[config.mk]
export PLATFORM = sky130hd
export DESIGN_NAME = wwd_top
export DESIGN_NICKNAME = d
export VERILOG_FILES = /design/src/design/wwd_counter.v /design/src/design/wwd_top.v
export VERILOG_INCLUDE_DIRS = /design/src /design/src/include
export SDC_FILE = /design/constraint.sdc
export NUM_CORES = 1
export LEC_CHECK = 0
export ABC_AREA = 1
export BUFFER_PORTS_ARGS = -buffer_cell sky130_fd_sc_hd__buf_2
export CAP_MARGIN = 40
export CELL_PAD_IN_SITES_DETAIL_PLACEMENT = 1
export CELL_PAD_IN_SITES_GLOBAL_PLACEMENT = 2
export CORE_MARGIN = 8
export CORE_UTILIZATION = 33
export DETAILED_ROUTE_END_ITERATION = 6
export PLACE_DENSITY_LB_ADDON = 0.08
export SETUP_SLACK_MARGIN = 0.15
export SLEW_MARGIN = 10
export SYNTH_ARGS = -nofsm -noshare
export SYNTH_HDL_FRONTEND = slang
export SYNTH_SLANG_ARGS = --single-unit
[constraint.sdc]
create_clock -name i_clk -period 9.1 [get_ports i_clk]
set_clock_uncertainty 0.15 [all_clocks]
set_input_delay 1.365 -clock i_clk [delete_from_list [all_inputs] [get_ports i_clk]]
set_output_delay 1.365 -clock i_clk [all_outputs]
set_load 0.02 [all_outputs]
[src/include/wwd_map.vh]
// Register offsets, field positions, reset values and counts for the windowed watchdog.
`ifndef WWD_MAP_VH
`define WWD_MAP_VH

// Byte offsets of the registers on the AHB-Lite bus (low address byte).
`define WWD_OFS_CTRL0      8'h00
`define WWD_OFS_CTRL1      8'h04
`define WWD_OFS_STATUS     8'h08

// Field positions inside the primary control register.
`define WWD_PS_MSB         5
`define WWD_PS_LSB         1
`define WWD_SEN_BIT        0

// Field positions inside the secondary control register.
`define WWD_CS_MSB         6
`define WWD_CS_LSB         4
`define WWD_WIN_MSB        2
`define WWD_WIN_LSB        0

// Field positions inside the status register.
`define WWD_ST_VIEW_MSB    7
`define WWD_ST_VIEW_LSB    3
`define WWD_ST_ARMED_BIT   2
`define WWD_ST_EXP_BIT     8
`define WWD_ST_SLP_BIT     9
`define WWD_ST_WATCHDOG_RESET_FLAG_BIT    10
`define WWD_ST_WV_BIT      11
`define WWD_ST_ASLEEP_BIT  12

// Reset values and special configuration codes.
`define WWD_PS_DEFAULT     5'h0B
`define WWD_PS_CFG_OPEN    5'h1F
`define WWD_PS_MAX         5'h12
`define WWD_PS_BASE_SHIFT  5'h05
`define WWD_CFG3_OPEN      3'h7
`define WWD_CS_DEFAULT     3'h0
`define WWD_WIN_ALWAYS     3'h7

// Clock source codes.
`define WWD_CS_LFOSC       3'h0
`define WWD_CS_MFOSC       3'h1
`define WWD_CS_SECONDARY_OSCILLATOR        3'h2

// Mode configuration codes.
`define WWD_MODE_OFF       2'h0
`define WWD_MODE_SOFT      2'h1
`define WWD_MODE_AWAKE     2'h2
`define WWD_MODE_ON        2'h3

// Secondary oscillator restart wait, in its own cycles.
`define WWD_SECONDARY_OSCILLATOR_START_CYC 11'h400

// AHB encodings used by the slave.
`define WWD_HSIZE_WORD     3'h2

`endif

[src/design/wwd_counter.v]
// Prescaled watchdog counter with its five-bit window view and time-out detect.
`timescale 1ns/1ps
`include "wwd_map.vh"

module wwd_counter (
  input  wire        i_clk,      // System clock.
  input  wire        i_reset_n,  // Asynchronous reset, active low.
  input  wire        i_tick,     // One-cycle tick of the selected counting clock.
  input  wire        i_clear,    // Hold the count at zero.
  input  wire        i_run,      // Counting is allowed.
  input  wire [4:0]  i_ps,       // Prescale select code.
  output wire [4:0]  o_view,     // Five most significant bits of the period.
  output wire        o_timeout   // Pulse on the last tick of the period.
);

  // Reserved codes above the largest ratio fall back to the shortest one.
  function [4:0] eff_shift;
    input [4:0] ps;
    begin
      eff_shift = (ps > `WWD_PS_MAX) ? 5'h00 : ps;
    end
  endfunction

  reg  [22:0] cnt_r;       // Ticks counted in the current period.
  wire [4:0]  sh;          // Prescale shift in force.
  wire [4:0]  span;        // Period length as a power of two.
  wire [23:0] span_mask;   // Ones over the bits that make up one period.
  wire        at_end;      // Count sits on the last tick of the period.
  wire [22:0] shifted;     // Count with the fine bits dropped.

  assign sh        = eff_shift(i_ps);
  assign span      = sh + `WWD_PS_BASE_SHIFT;
  assign span_mask = (24'h000001 << span) - 24'h000001;
  assign at_end    = (({1'b0, cnt_r} | ~span_mask) == 24'hFFFFFF);
  assign shifted   = cnt_r >> sh;
  assign o_view    = shifted[4:0];
  assign o_timeout = i_run & i_tick & at_end & ~i_clear;

  // The period wraps by itself at its last tick.
  always @(posedge i_clk or negedge i_reset_n) begin
    if (!i_reset_n) begin
      cnt_r <= 23'h000000;
    end else if (i_clear) begin
      cnt_r <= 23'h000000;
    end else if (i_run && i_tick) begin
      cnt_r <= at_end ? 23'h000000 : cnt_r + 23'h000001;
    end
  end

endmodule

[src/design/wwd_top.v]
// Windowed watchdog: window check, arming, clearing, sleep wake and control registers.
`timescale 1ns/1ps
`include "wwd_map.vh"

// How it works
// - Clear in closed window resets like time-out.
// - Window from config, or register when 111.
// - Window judged on counter's top five bits.
// - Violation drives active-low violation flag zero.
// - Counter cleared on every listed event.
// - Reading primary control arms; clear needs arming.
// - Unarmed clear is a violation unless window code is 111.
// - Clear on sleep entry and exit.
// - Crystal clock holds counter until start-up ends.
// - Sleep time-out wakes, updates status flags.
// - Oscillator divider change leaves counter alone.
// - Clear in off, soft-off, sleep-off, oscillator fail.
// - Prescale code doubles ratio; reserved give 1:32.
// - Prescale resets to 01011 or config value.
// - Prescale read-only unless config all ones.
// - Soft enable matters only in mode 01.
// - Clock source picks low, medium, secondary oscillator.
// - Clock source resets 000 or config value, writable only config 111.
// - Window code sets closed fraction in eighths.
// - Window field resets to config; writable when 111.
// - Secondary oscillator restart waits 1024 cycles.
// - Mode config decodes on, awake-only, soft, off.
// - Window opens when view reaches code threshold.
// - Armed status bit is readable.

module wwd_top (
  input  wire        i_clk,              // System clock, 100 MHz.
  input  wire        i_reset_n,          // Power-on reset, asynchronous, active low.
  input  wire        i_hsel,             // AHB slave select.
  input  wire [31:0] i_haddr,            // AHB address.
  input  wire [1:0]  i_htrans,           // AHB transfer type.
  input  wire        i_hwrite,           // AHB write strobe.
  input  wire [2:0]  i_hsize,            // AHB transfer size.
  input  wire [31:0] i_hwdata,           // AHB write data.
  input  wire        i_hready,           // AHB bus ready.
  output reg  [31:0] o_hrdata,           // AHB read data.
  output reg         o_hreadyout,        // AHB slave ready.
  output reg         o_hresp,            // AHB response, always OKAY.
  input  wire [1:0]  i_mode_cfg,         // Watchdog mode configuration.
  input  wire [4:0]  i_prescale_cfg,     // Prescale configuration field.
  input  wire [2:0]  i_clksrc_cfg,       // Clock source configuration field.
  input  wire [2:0]  i_window_cfg,       // Window configuration field.
  input  wire        i_lfosc_clk,        // Low-frequency internal oscillator pin.
  input  wire        i_mfosc_clk,        // Medium-frequency internal oscillator pin.
  input  wire        i_secondary_oscillator_clk,         // Secondary oscillator pin.
  input  wire        i_clear_instr,      // Clear instruction executed, pulse.
  input  wire        i_sleep_enter,      // Core enters sleep, pulse.
  input  wire        i_wake_int,         // Sleep left by interrupt, pulse.
  input  wire        i_xtal_sysclk,      // System clock is a crystal type.
  input  wire        i_ost_done,         // Oscillator start-up wait ended, pulse.
  input  wire        i_osc_fail,         // Oscillator failure detected, pulse.
  input  wire        i_wv_flag_set,      // Firmware sets the violation flag, pulse.
  input  wire        i_watchdog_reset_flag_flag_set,    // Firmware sets the watchdog reset flag, pulse.
  output reg         o_wdt_reset,        // Watchdog reset request, pulse.
  output reg         o_wake,             // Wake request from sleep time-out, pulse.
  output reg         o_window_viol_n,    // Window violation flag, active low.
  output reg         o_expired_n,        // Watchdog expired flag, active low.
  output reg         o_sleep_entered_n,  // Sleep entered flag, active low.
  output reg         o_wdt_reset_flag_n, // Watchdog event flag, active low.
  output reg         o_armed             // Watchdog armed status.
);

  // Control and state registers.
  reg        loaded_r;      // Configuration values captured after reset.
  reg  [4:0] ps_r;          // Prescale select field.
  reg        sen_r;         // Soft enable bit.
  reg  [2:0] cs_r;          // Clock source field.
  reg  [2:0] win_r;         // Window field.
  reg        asleep_r;      // Core is in sleep.
  reg        ost_hold_r;    // Counter held until start-up wait ends.
  reg  [10:0] secondary_oscillator_wait_r;  // Secondary oscillator restart cycles left.
  reg        armed_r;       // Watchdog armed by a read.

  // Oscillator pin synchronisers and edge detect.
  reg  [2:0] osc_s1_r;      // First synchroniser stage.
  reg  [2:0] osc_s2_r;      // Second synchroniser stage.
  reg  [2:0] osc_s3_r;      // Delayed copy for edge detect.

  // Bus data phase state.
  reg        wr_pend_r;     // A write data phase is under way.
  reg  [7:0] wr_addr_r;     // Address of that write.
  reg  [31:0] rdata;        // Read value for the address phase.

  wire [2:0] osc_rise;      // Rising edge of each oscillator.
  reg        tick;          // Tick of the selected counting clock.
  reg        enabled;       // Watchdog active in this mode.
  wire [2:0] eff_win;       // Window setting in force.
  wire       windowed;      // Window is not always open.
  wire [4:0] view;          // Top five bits of the count.
  wire       win_open;      // View has reached the opening threshold.
  wire       timeout;       // Counter reached the end of the period.
  wire       addr_acc;      // An address phase is taken.
  wire       arm_read;      // Read of the primary control register.
  wire       wr_ctrl0;      // Write data phase to the primary register.
  wire       wr_ctrl1;      // Write data phase to the secondary register.
  wire       clr_seen;      // A clear instruction counts while enabled.
  wire       accepted;      // Clear instruction accepted.
  wire       violation;     // Clear instruction rejected.
  wire       secondary_oscillator_wait;     // Secondary oscillator still restarting.
  wire       cnt_clear;     // Any reason to clear the counter.
  wire       to_reset;      // Time-out while awake.
  wire       to_wake;       // Time-out while asleep.

  assign osc_rise = osc_s2_r & ~osc_s3_r;

  // Level pins pass two flops; the edge detect compares the second stage with its delayed copy.
  always @(posedge i_clk or negedge i_reset_n) begin
    if (!i_reset_n) begin
      osc_s1_r <= 3'h0;
      osc_s2_r <= 3'h0;
      osc_s3_r <= 3'h0;
    end else begin
      osc_s1_r <= {i_secondary_oscillator_clk, i_mfosc_clk, i_lfosc_clk};
      osc_s2_r <= osc_s1_r;
      osc_s3_r <= osc_s2_r;
    end
  end

  // Counting clock choice; reserved codes give no tick, so the count stalls.
  always @* begin
    case (cs_r)
      `WWD_CS_LFOSC: tick = osc_rise[0];
      `WWD_CS_MFOSC: tick = osc_rise[1];
      `WWD_CS_SECONDARY_OSCILLATOR:  tick = osc_rise[2];
      default:       tick = 1'b0;
    endcase
  end

  // Mode decode; soft enable is looked at only in the soft mode.
  always @* begin
    case (i_mode_cfg)
      `WWD_MODE_ON:    enabled = 1'b1;
      `WWD_MODE_AWAKE: enabled = ~asleep_r;
      `WWD_MODE_SOFT:  enabled = sen_r;
      default:         enabled = 1'b0;
    endcase
  end

  // Window setting: configuration unless it leaves the choice to software.
  assign eff_win  = (i_window_cfg == `WWD_CFG3_OPEN) ? win_r : i_window_cfg;
  assign windowed = (eff_win != `WWD_WIN_ALWAYS);
  // Each lower code closes one more eighth: threshold is the inverted code times four.
  assign win_open = (view >= {~eff_win, 2'b00});

  // Bus decode; only whole-word transfers are served.
  assign addr_acc = i_hsel & i_htrans[1] & i_hready & (i_hsize == `WWD_HSIZE_WORD);
  assign arm_read = addr_acc & ~i_hwrite & (i_haddr[7:0] == `WWD_OFS_CTRL0);
  assign wr_ctrl0 = wr_pend_r & (wr_addr_r == `WWD_OFS_CTRL0);
  assign wr_ctrl1 = wr_pend_r & (wr_addr_r == `WWD_OFS_CTRL1);

  // Clear instruction judgement; with a window set, an unarmed clear fails even while it is open.
  assign clr_seen  = i_clear_instr & enabled & loaded_r;
  assign accepted  = clr_seen & (~windowed | (armed_r & win_open));
  assign violation = clr_seen & windowed & ~(armed_r & win_open);

  assign secondary_oscillator_wait = (secondary_oscillator_wait_r != 11'h000);
  assign to_reset  = timeout & ~asleep_r;
  assign to_wake   = timeout & asleep_r;

  // Every clearing event; a divider change is not among them and has no input.
  // The time-out is left out here: it is gated by this clear, and the period wraps itself.
  assign cnt_clear = ~loaded_r | ~enabled | accepted | violation
                   | i_sleep_enter | i_wake_int
                   | ost_hold_r
                   | i_osc_fail
                   | wr_ctrl0 | wr_ctrl1;

  wwd_counter u_counter (
    .i_clk     (i_clk),
    .i_reset_n (i_reset_n),
    .i_tick    (tick),
    .i_clear   (cnt_clear),
    .i_run     (enabled & ~secondary_oscillator_wait),
    .i_ps      (ps_r),
    .o_view    (view),
    .o_timeout (timeout)
  );

  // Read multiplexer; unmapped addresses and unused bits read zero.
  always @* begin
    rdata = 32'h00000000;
    case (i_haddr[7:0])
      `WWD_OFS_CTRL0: begin
        rdata[`WWD_PS_MSB:`WWD_PS_LSB] = ps_r;
        rdata[`WWD_SEN_BIT]            = sen_r;
      end
      `WWD_OFS_CTRL1: begin
        rdata[`WWD_CS_MSB:`WWD_CS_LSB]   = cs_r;
        rdata[`WWD_WIN_MSB:`WWD_WIN_LSB] = win_r;
      end
      `WWD_OFS_STATUS: begin
        rdata[`WWD_ST_VIEW_MSB:`WWD_ST_VIEW_LSB] = view;
        rdata[`WWD_ST_ARMED_BIT]  = armed_r;
        rdata[`WWD_ST_EXP_BIT]    = o_expired_n;
        rdata[`WWD_ST_SLP_BIT]    = o_sleep_entered_n;
        rdata[`WWD_ST_WATCHDOG_RESET_FLAG_BIT]   = o_wdt_reset_flag_n;
        rdata[`WWD_ST_WV_BIT]     = o_window_viol_n;
        rdata[`WWD_ST_ASLEEP_BIT] = asleep_r;
      end
      default: begin
        rdata = 32'h00000000;
      end
    endcase
  end

  // AHB slave: zero wait states, read data registered at the address phase.
  always @(posedge i_clk or negedge i_reset_n) begin
    if (!i_reset_n) begin
      o_hrdata    <= 32'h00000000;
      o_hreadyout <= 1'b0;
      o_hresp     <= 1'b0;
      wr_pend_r   <= 1'b0;
      wr_addr_r   <= 8'h00;
    end else begin
      o_hreadyout <= 1'b1;
      o_hresp     <= 1'b0;
      if (i_hready) begin
        wr_pend_r <= addr_acc & i_hwrite;
        if (addr_acc) begin
          wr_addr_r <= i_haddr[7:0];
        end
        if (addr_acc && !i_hwrite) begin
          o_hrdata <= rdata;
        end
      end
    end
  end

  // Control fields. Reset leaves constants; the configuration is caught one
  // edge after release, because an asynchronous reset may not load a port.
  always @(posedge i_clk or negedge i_reset_n) begin
    if (!i_reset_n) begin
      loaded_r <= 1'b0;
      ps_r     <= `WWD_PS_DEFAULT;
      sen_r    <= 1'b0;
      cs_r     <= `WWD_CS_DEFAULT;
      win_r    <= `WWD_WIN_ALWAYS;
    end else if (!loaded_r) begin
      loaded_r <= 1'b1;
      ps_r     <= (i_prescale_cfg == `WWD_PS_CFG_OPEN) ? `WWD_PS_DEFAULT
                                                      : i_prescale_cfg;
      cs_r     <= (i_clksrc_cfg == `WWD_CFG3_OPEN) ? `WWD_CS_DEFAULT
                                                  : i_clksrc_cfg;
      win_r    <= i_window_cfg;
    end else begin
      if (wr_ctrl0) begin
        sen_r <= i_hwdata[`WWD_SEN_BIT];
        if (i_prescale_cfg == `WWD_PS_CFG_OPEN) begin
          ps_r <= i_hwdata[`WWD_PS_MSB:`WWD_PS_LSB];
        end
      end
      if (wr_ctrl1) begin
        if (i_clksrc_cfg == `WWD_CFG3_OPEN) begin
          cs_r <= i_hwdata[`WWD_CS_MSB:`WWD_CS_LSB];
        end
        if (i_window_cfg == `WWD_CFG3_OPEN) begin
          win_r <= i_hwdata[`WWD_WIN_MSB:`WWD_WIN_LSB];
        end
      end
    end
  end

  // Sleep tracking and the start-up hold after a crystal-clocked wake.
  always @(posedge i_clk or negedge i_reset_n) begin
    if (!i_reset_n) begin
      asleep_r   <= 1'b0;
      ost_hold_r <= 1'b0;
    end else begin
      if (i_wake_int || to_wake) begin
        asleep_r <= 1'b0;
      end else if (i_sleep_enter) begin
        asleep_r <= 1'b1;
      end
      // The wake that starts the hold wins over a stale end pulse.
      if ((i_wake_int || to_wake) && i_xtal_sysclk) begin
        ost_hold_r <= 1'b1;
      end else if (i_ost_done) begin
        ost_hold_r <= 1'b0;
      end
    end
  end

  // A reset from time-out with the secondary oscillator as source restarts it; counting waits
  // for its start-up cycles, which stretches the effective reset period.
  always @(posedge i_clk or negedge i_reset_n) begin
    if (!i_reset_n) begin
      secondary_oscillator_wait_r <= 11'h000;
    end else if (to_reset && cs_r == `WWD_CS_SECONDARY_OSCILLATOR) begin
      secondary_oscillator_wait_r <= `WWD_SECONDARY_OSCILLATOR_START_CYC;
    end else if (secondary_oscillator_wait && osc_rise[2]) begin
      secondary_oscillator_wait_r <= secondary_oscillator_wait_r - 11'h001;
    end
  end

  // Arming: a fresh read wins over a clear in the same cycle.
  always @(posedge i_clk or negedge i_reset_n) begin
    if (!i_reset_n) begin
      armed_r <= 1'b0;
    end else if (arm_read) begin
      armed_r <= 1'b1;
    end else if (cnt_clear || timeout) begin
      armed_r <= 1'b0;
    end
  end

  // Event outputs and sticky active-low status flags. Hardware events win
  // over a set in the same cycle, so no event is lost.
  always @(posedge i_clk or negedge i_reset_n) begin
    if (!i_reset_n) begin
      o_wdt_reset        <= 1'b0;
      o_wake             <= 1'b0;
      o_window_viol_n    <= 1'b1;
      o_expired_n        <= 1'b1;
      o_sleep_entered_n  <= 1'b1;
      o_wdt_reset_flag_n <= 1'b1;
      o_armed            <= 1'b0;
    end else begin
      o_wdt_reset <= violation | to_reset;
      o_wake      <= to_wake;
      o_armed     <= armed_r;
      if (violation) begin
        o_window_viol_n <= 1'b0;
      end else if (i_wv_flag_set) begin
        o_window_viol_n <= 1'b1;
      end
      if (timeout) begin
        o_expired_n <= 1'b0;
      end else if (accepted) begin
        o_expired_n <= 1'b1;
      end
      if (i_sleep_enter) begin
        o_sleep_entered_n <= 1'b0;
      end else if (accepted) begin
        o_sleep_entered_n <= 1'b1;
      end
      if (timeout) begin
        o_wdt_reset_flag_n <= 1'b0;
      end else if (i_watchdog_reset_flag_flag_set) begin
        o_wdt_reset_flag_n <= 1'b1;
      end
    end
  end

endmodule

# == Word level (Yosys, flattened, before mapping) ==
# Index checks and enable logic that the tools add are counted.
# W data, S select, Z words.
# op_classes
n_shift,2
bitwise,44
magnitude_cmp,2
n_mux,39
div_mod_pow,0
reduce_logical,27
n_mul,0
addsub,4
n_eq_ne,19
# op_table
op,count
$mux W23,3
$mux W5,5
$eq A24 B24 Y1 const B,1
$mux W3,8
$not A24 Y24,1
$or A23 B24 Y24,1
$shl A1 B5 Y24 const A,1
$sub A24 B1 Y24 const B,1
$add A23 B1 Y23 const B,1
$shr A23 B5 Y5,1
$mux W11,2
$and A1 B1 Y1,20
$reduce_bool A2 Y1,9
$eq A8 B3 Y1 const B,2
$logic_not A8 Y1,2
$mux W1,13
$reduce_and A2 Y1,6
$or A1 B1 Y1,11
$reduce_bool A11 Y1,1
$sub A11 B1 Y11 const B,1
$ne A2 B1 Y1 const B,5
$pmux W1 S3,3
$eq A8 B4 Y1 const B,1
$not A1 Y1,8
20 further kinds,30
# word_totals
word_cells,160
output_inout_bits,41
mem_bits_rw,0
latch_bits,0
romBits,0
in_bits,98
n_memories,0
ff_bits,88

# == Longest topological paths before layout ==
# depth
ltp_word,21
ltp_mapped,25
depth_no_buf,23

# == By module ==
# From an unflattened synthesis, not the netlist that was laid out.
# unflattened
cells_unflattened,947
hier_area_um2,6438.7
# modules_own_cells
module,cells_per_inst,n_inst,area_each_um2,seq_area_each_um2
wwd_top,445,1,3542.1,1639.1
wwd_counter,502,1,2896.5,575.6

# == Worst setup path before layout ==
# Ideal clock, no wire load.
# synth_timing
path_kind,reg2reg
startpoint,register ps_r[1]
endpoint,register o_expired_n
setup_ps,80
setup_slack_ps,6095
period_less_slack_ps,3005
stages_incl_launch_ff,22
path_buffers,3
arrival_time_ps,2775
required_ps,8870
path_cell_list,dfstp_2 -> buf_2 -> nand2_2 -> nand2_2 -> nand2_2 -> nand2_2 -> buf_4 -> buf_2 -> nand2_1 -> o21ai_0 -> o21ai_0 -> o2111ai_1 -> o21ai_0 -> ha_1 -> nand2_1 -> nor2_1 -> a211oi_1 -> nand2_1 -> nand2_1 -> nand2_1 -> nand2_1 -> a21oi_1
# synth_between
elab_chain_cells,18
elab_cells_between_ends,28
cone_classes,add/sub: 2; order compare: 2; eq/ne: 1; shift: 2; mux: 2; bitwise: 18; reduce/logical: 1
# synth_rtl
element,line,rtl
start: declaration,wwd_top.v:70,reg [4:0] ps_r;
start signal: assignment,wwd_top.v:239,ps_r <= `WWD_PS_DEFAULT;
start signal: assignment,wwd_top.v:245,ps_r <= (i_prescale_cfg == `WWD_PS_CFG_OPEN) ? `WWD_PS_DEFAULT
start signal: assignment,wwd_top.v:254,ps_r <= i_hwdata[`WWD_PS_MSB:`WWD_PS_LSB];
$gt A5 B5 Y1 (no source line),--,
$mux W5 (*),wwd_counter.v:20,eff_shift = (ps > `WWD_PS_MAX) ? 5'h00 : ps;
$shr A23 B5 Y5,wwd_counter.v:35,assign shifted = cnt_r >> sh;
$ge A5 B5 Y1,wwd_top.v:148,"assign win_open = (view >= {~eff_win, 2'b00});"
$and A1 B1 Y1,"wwd_top.v:158, wwd_top.v:159",
$or A1 B1 Y1,wwd_top.v:158,assign accepted = clr_seen & (~windowed | (armed_r & win_open));
$and A1 B1 Y1,wwd_top.v:158,
$or A1 B1 Y1 (2 in series),wwd_top.v:167,assign cnt_clear = ~loaded_r | ~enabled | accepted | violation
$or A1 B1 Y1 (2 in series),wwd_top.v:168,| i_sleep_enter | i_wake_int
$or A1 B1 Y1,wwd_top.v:169,| ost_hold_r
$or A1 B1 Y1,wwd_top.v:170,| i_osc_fail
$or A1 B1 Y1 (2 in series),wwd_top.v:171,| wr_ctrl0 | wr_ctrl1;
$not A1 Y1,wwd_counter.v:37,assign o_timeout = i_run & i_tick & at_end & ~i_clear;
$and A1 B1 Y1,wwd_counter.v:37,
$mux W1 or $reduce_bool A2 Y1 (tied branches),--,
end signal: assignment,wwd_top.v:318,o_expired_n <= 1'b1;
end signal: assignment,wwd_top.v:332,o_expired_n <= 1'b0;
end signal: assignment,wwd_top.v:334,o_expired_n <= 1'b1;
end: declaration,wwd_top.v:62,"output reg o_expired_n,"
# Mark *: on every way between the ends. The rest lies on a longest branch, timed or not.
# A chain may end at the register's enable or synchronous reset.

# == Final worst setup path ==
# layout_timing
startpoint,register ps_r[1]
endpoint,register o_wdt_reset
# layout_between
elab_chain_cells,19
elab_cells_between_ends,28
cone_classes,add/sub: 2; order compare: 2; eq/ne: 1; shift: 2; mux: 1; bitwise: 20
# layout_rtl
element,line,rtl
$gt A5 B5 Y1 (no source line),--,
$mux W5 (*),wwd_counter.v:20,
$shr A23 B5 Y5,wwd_counter.v:35,
$ge A5 B5 Y1,wwd_top.v:148,
$and A1 B1 Y1,"wwd_top.v:158, wwd_top.v:159",
$or A1 B1 Y1,wwd_top.v:158,
$and A1 B1 Y1,wwd_top.v:158,
$or A1 B1 Y1 (2 in series),wwd_top.v:167,
$or A1 B1 Y1 (2 in series),wwd_top.v:168,
$or A1 B1 Y1,wwd_top.v:169,
$or A1 B1 Y1,wwd_top.v:170,
$or A1 B1 Y1 (2 in series),wwd_top.v:171,
$not A1 Y1,wwd_counter.v:37,
$and A1 B1 Y1,wwd_counter.v:37,
$and A1 B1 Y1,wwd_top.v:162,assign to_reset = timeout & ~asleep_r;
$or A1 B1 Y1 (*),wwd_top.v:323,o_wdt_reset <= violation | to_reset;
end signal: assignment,wwd_top.v:323,
end: declaration,wwd_top.v:59,"output reg o_wdt_reset,"
# Marked as above.

==> results.toml <==
[timing]
timing.fmax_ghz = 0.257
hold_violations = 0
maxSlewViolCount = 0
setup_tns_ns = 0
timing.final.ws_setup_ns = 5.21
finalCritPeriodShare_pct = 42.7
finalSetupViolCount = 0
slew_headroom_pct = 45.9
worstMarginPinSlew_ns = 0.804
period_needed_ns = 3.89
rsz0062_at_grt = "no"

[clock_tree]
htree_levels = 3
post_cts_buffers = 0
numCtsBuffers = 9
cts_hold_buf = 0
clk_pin_slew_worst_paths_ns = 0.07
cts_tree = "yes"
cts_root_buf = "clkbuf_16"
clkSinkCount = 88
postCtsResizedCells = 0
clock_latency_ns = 0.35
clk_path_buf_depth = 2

[min_path]
hold_path_class = "reg2reg"
min_path_cells = 0
min_to = "osc_s2_r[0]"
hp-start = "osc_s1_r[0]"

[synthesis]
yosysTopAreaCell = "dfrtp_1"
yosysSeqAreaShare_pct = 37.2
ys.flop_type = "dfrtp_1"
netlist_area_mm2 = 0.00595
synth_area_leaders = "dfrtp_1, nand2_1, inv_1"
synth_top_area_share_pct = 32.8
yosysUniqueCellTypes = 50
synth_common_cells = "nand2_1, inv_1, dfrtp_1, nor2_1, o21ai_0"
ys_ff_latch = 88
ys_warn_count = 0
synthCells = 783
async_flop_share_pct = 100
yosysMostFrequentCell = "nand2_1"
syn_area_per_cell_um2 = 7.60
synth_enable_flop_cells = 0

[status]
status = "finished clean"

[die]
std_cell_rows = 49
coreArea_mm2 = 0.0178
dieWidth_um = 150
dieArea_mm2 = 0.0226
dieHeight_um = 150
initial_core_util_pct = 33.4
io_pins = 139

[detailed_routing]
vias = 5441
drt_iter0_drc = 257
route.detailed.drc = 0
drtPass1Iterations = 4
postRouteAntennaNets = 0
wl_mm = 19.4
wire_per_inst_um = 17.9
viasPerCell = 5.03

[power_and_ir_drop]
leakage_nw = 3.16
ir_drop_uv = 91.5
report.power.total_mw = 1.14
cellPowerDensity_mw_per_mm2 = 169

[critical_path]
startpoint_type = "flop"
required_ns = 9.21
critPathArrivalTime_ns = 4.00
ff2ff_path_depth = 18
timing.rr.end = "o_wdt_reset"
crit_fanout = 42
end_kind = "flop"
crit_type = "reg2reg"
ff2ff_setup_slack_ns = 5.21
worstReg2RegStart = "ps_r[1]"

[placement]
place_ws_ns = 5.18
place_congestion = 0.863
place_hpwl_mm = 15.2
io_buffers = 68

[global_routing]
grt.total_usage_pct = 18.1
grt_max_degree = 57
antenna_found_initial = 0
grt_use_met3_pct = 3.28
busiest_layer = "met2"
met2_usage_pct = 30.4
use_met1_pct = 22.5
grt_pass1_vias = 6119
grt_overflow = 0
grt_pass1_wl_mm = 32.1

[finish]
fillers = 2215
multiInputGateArea_mm2 = 0.00314
regArea_mm2 = 0.00221
drive_above_1_share_pct = 19.1
final_util_pct = 37.8
antenna_cells = 0
area_delta_synth_final_pct = 13.2
final_nets = 952

[flow_run]
maxCapViolations = 0
[cells by family (layout without fill, tap and decap cells)]
kind of cell               Yosys count  after routing  synth area share (%)
DFF                                 88             88                  37.2
buffers and inverters              146            195                  11.4
muxes                                6              6                  1.13
adders and majority gates            6              6                  1.26
AOI/OAI and AO/OA                  143            143                  16.7
other                                2             23                 0.126
xor gates and xnor gates            24             24                  3.53
and+or+nand+nor                    368            368                  28.7
[where the power goes]
part           leakage, nW  switching [mW]  internal [mW]  total [mW]
registers             1.12          0.0387          0.432       0.471
clock network        0.161           0.170          0.244       0.413
logic                 1.88           0.169         0.0850       0.254
[critical path: stages, from the launching register on]
cell and delay, ns:
dfstp_2 0.69, nand2_2 0.15, nand2_2 0.17, nand2_2 0.11
nand2_2 0.55, o21ai_0 0.23, nand2_1 0.09, o21ai_0 0.08
o211ai_1 0.20, o2111ai_1 0.16, o21ai_0 0.19, ha_1 0.30
nand2_1 0.07, nor2_1 0.04, a211oi_1 0.19, nand2_1 0.08
nand2_1 0.09, nand2_1 0.08, o21ai_1 0.15
[placed cells by master, fill, tap and decap left out, drive strengths merged, types with 2 or more instances in the layout]
| cell | n |
|---|---|
| nand2 | 189 |
| inv | 110 |
| dfrtp | 78 |
| nor2 | 73 |
| buf | 71 |
| o21ai | 69 |
| nand3 | 61 |
| conb | 23 |
| o22ai | 23 |
| xor2 | 21 |
| nand4 | 19 |
| a21oi | 16 |
| nor3 | 15 |
| o211ai | 10 |
| dfstp | 10 |
| clkbuf | 9 |
| a31oi | 7 |
| nor4 | 6 |
| mux2 | 6 |
| ha | 6 |
| o221ai | 5 |
| o2111ai | 3 |
| nand3b | 3 |
| a22o | 3 |
| xnor2 | 3 |
| o31ai | 3 |
| clkinv | 3 |
| a211oi | 2 |
| bufinv | 2 |
[worst max path at each step]
stage	from	end	slack, ns	cells after the start
6_report	ps_r[1]	o_wdt_reset	5.21	18
5_1_grt	ps_r[1]	o_wdt_reset	4.80	18
4_1_cts	ps_r[1]	o_wdt_reset	5.17	18
3_5_place_dp	ps_r[1]	o_expired_n	5.18	18
3_3_place_gp	ps_r[1]	o_expired_n	5.27	19
2_1_floorplan	ps_r[1]	o_expired_n	6.10	21
[final cells by class]
cell class,count,share of cell area (%)
clock buffers,9,3.34
multi-input cells,570,46.6
flip-flops and latches,88,32.9
clock inverters,7,1.49
repair buffers,71,5.42
well taps,229,4.25
inverters,108,6.05
[metal layers]
layer	wire length (um)	share of wire [%]	vias up
met2	9010	46	114
met1	9040	47	2617
li1	-	-	2680
met5	0	0	-
met4	529	2.7	0
met3	826	4.3	30
[registers in the layout (all words and copies together), names as in the netlist, 3 cells and up]
signal	cells
cs_r	3
secondary_oscillator_wait_r	11
u_counter.cnt_r	23
ps_r	5
win_r	3
wr_addr_r	8
o_hrdata	13
osc_s2_r	3
osc_s3_r	3
osc_s1_r	3
[metrics by stage]
step / hold slack, ns / std cells / instance area (um2)
6_report: 0.202 / 1082 / 6740
5_1_grt: 0.221 / 1082 / 6740
4_1_cts: 0.204 / 1082 / 6740
3_5_place_dp: 0.189 / 1066 / 6410
3_3_place_gp: 0.185 / 1066 / 6410
2_1_floorplan: 0.181 / 804 / 6030
Note: power is estimated with default switching activity, not from simulation.
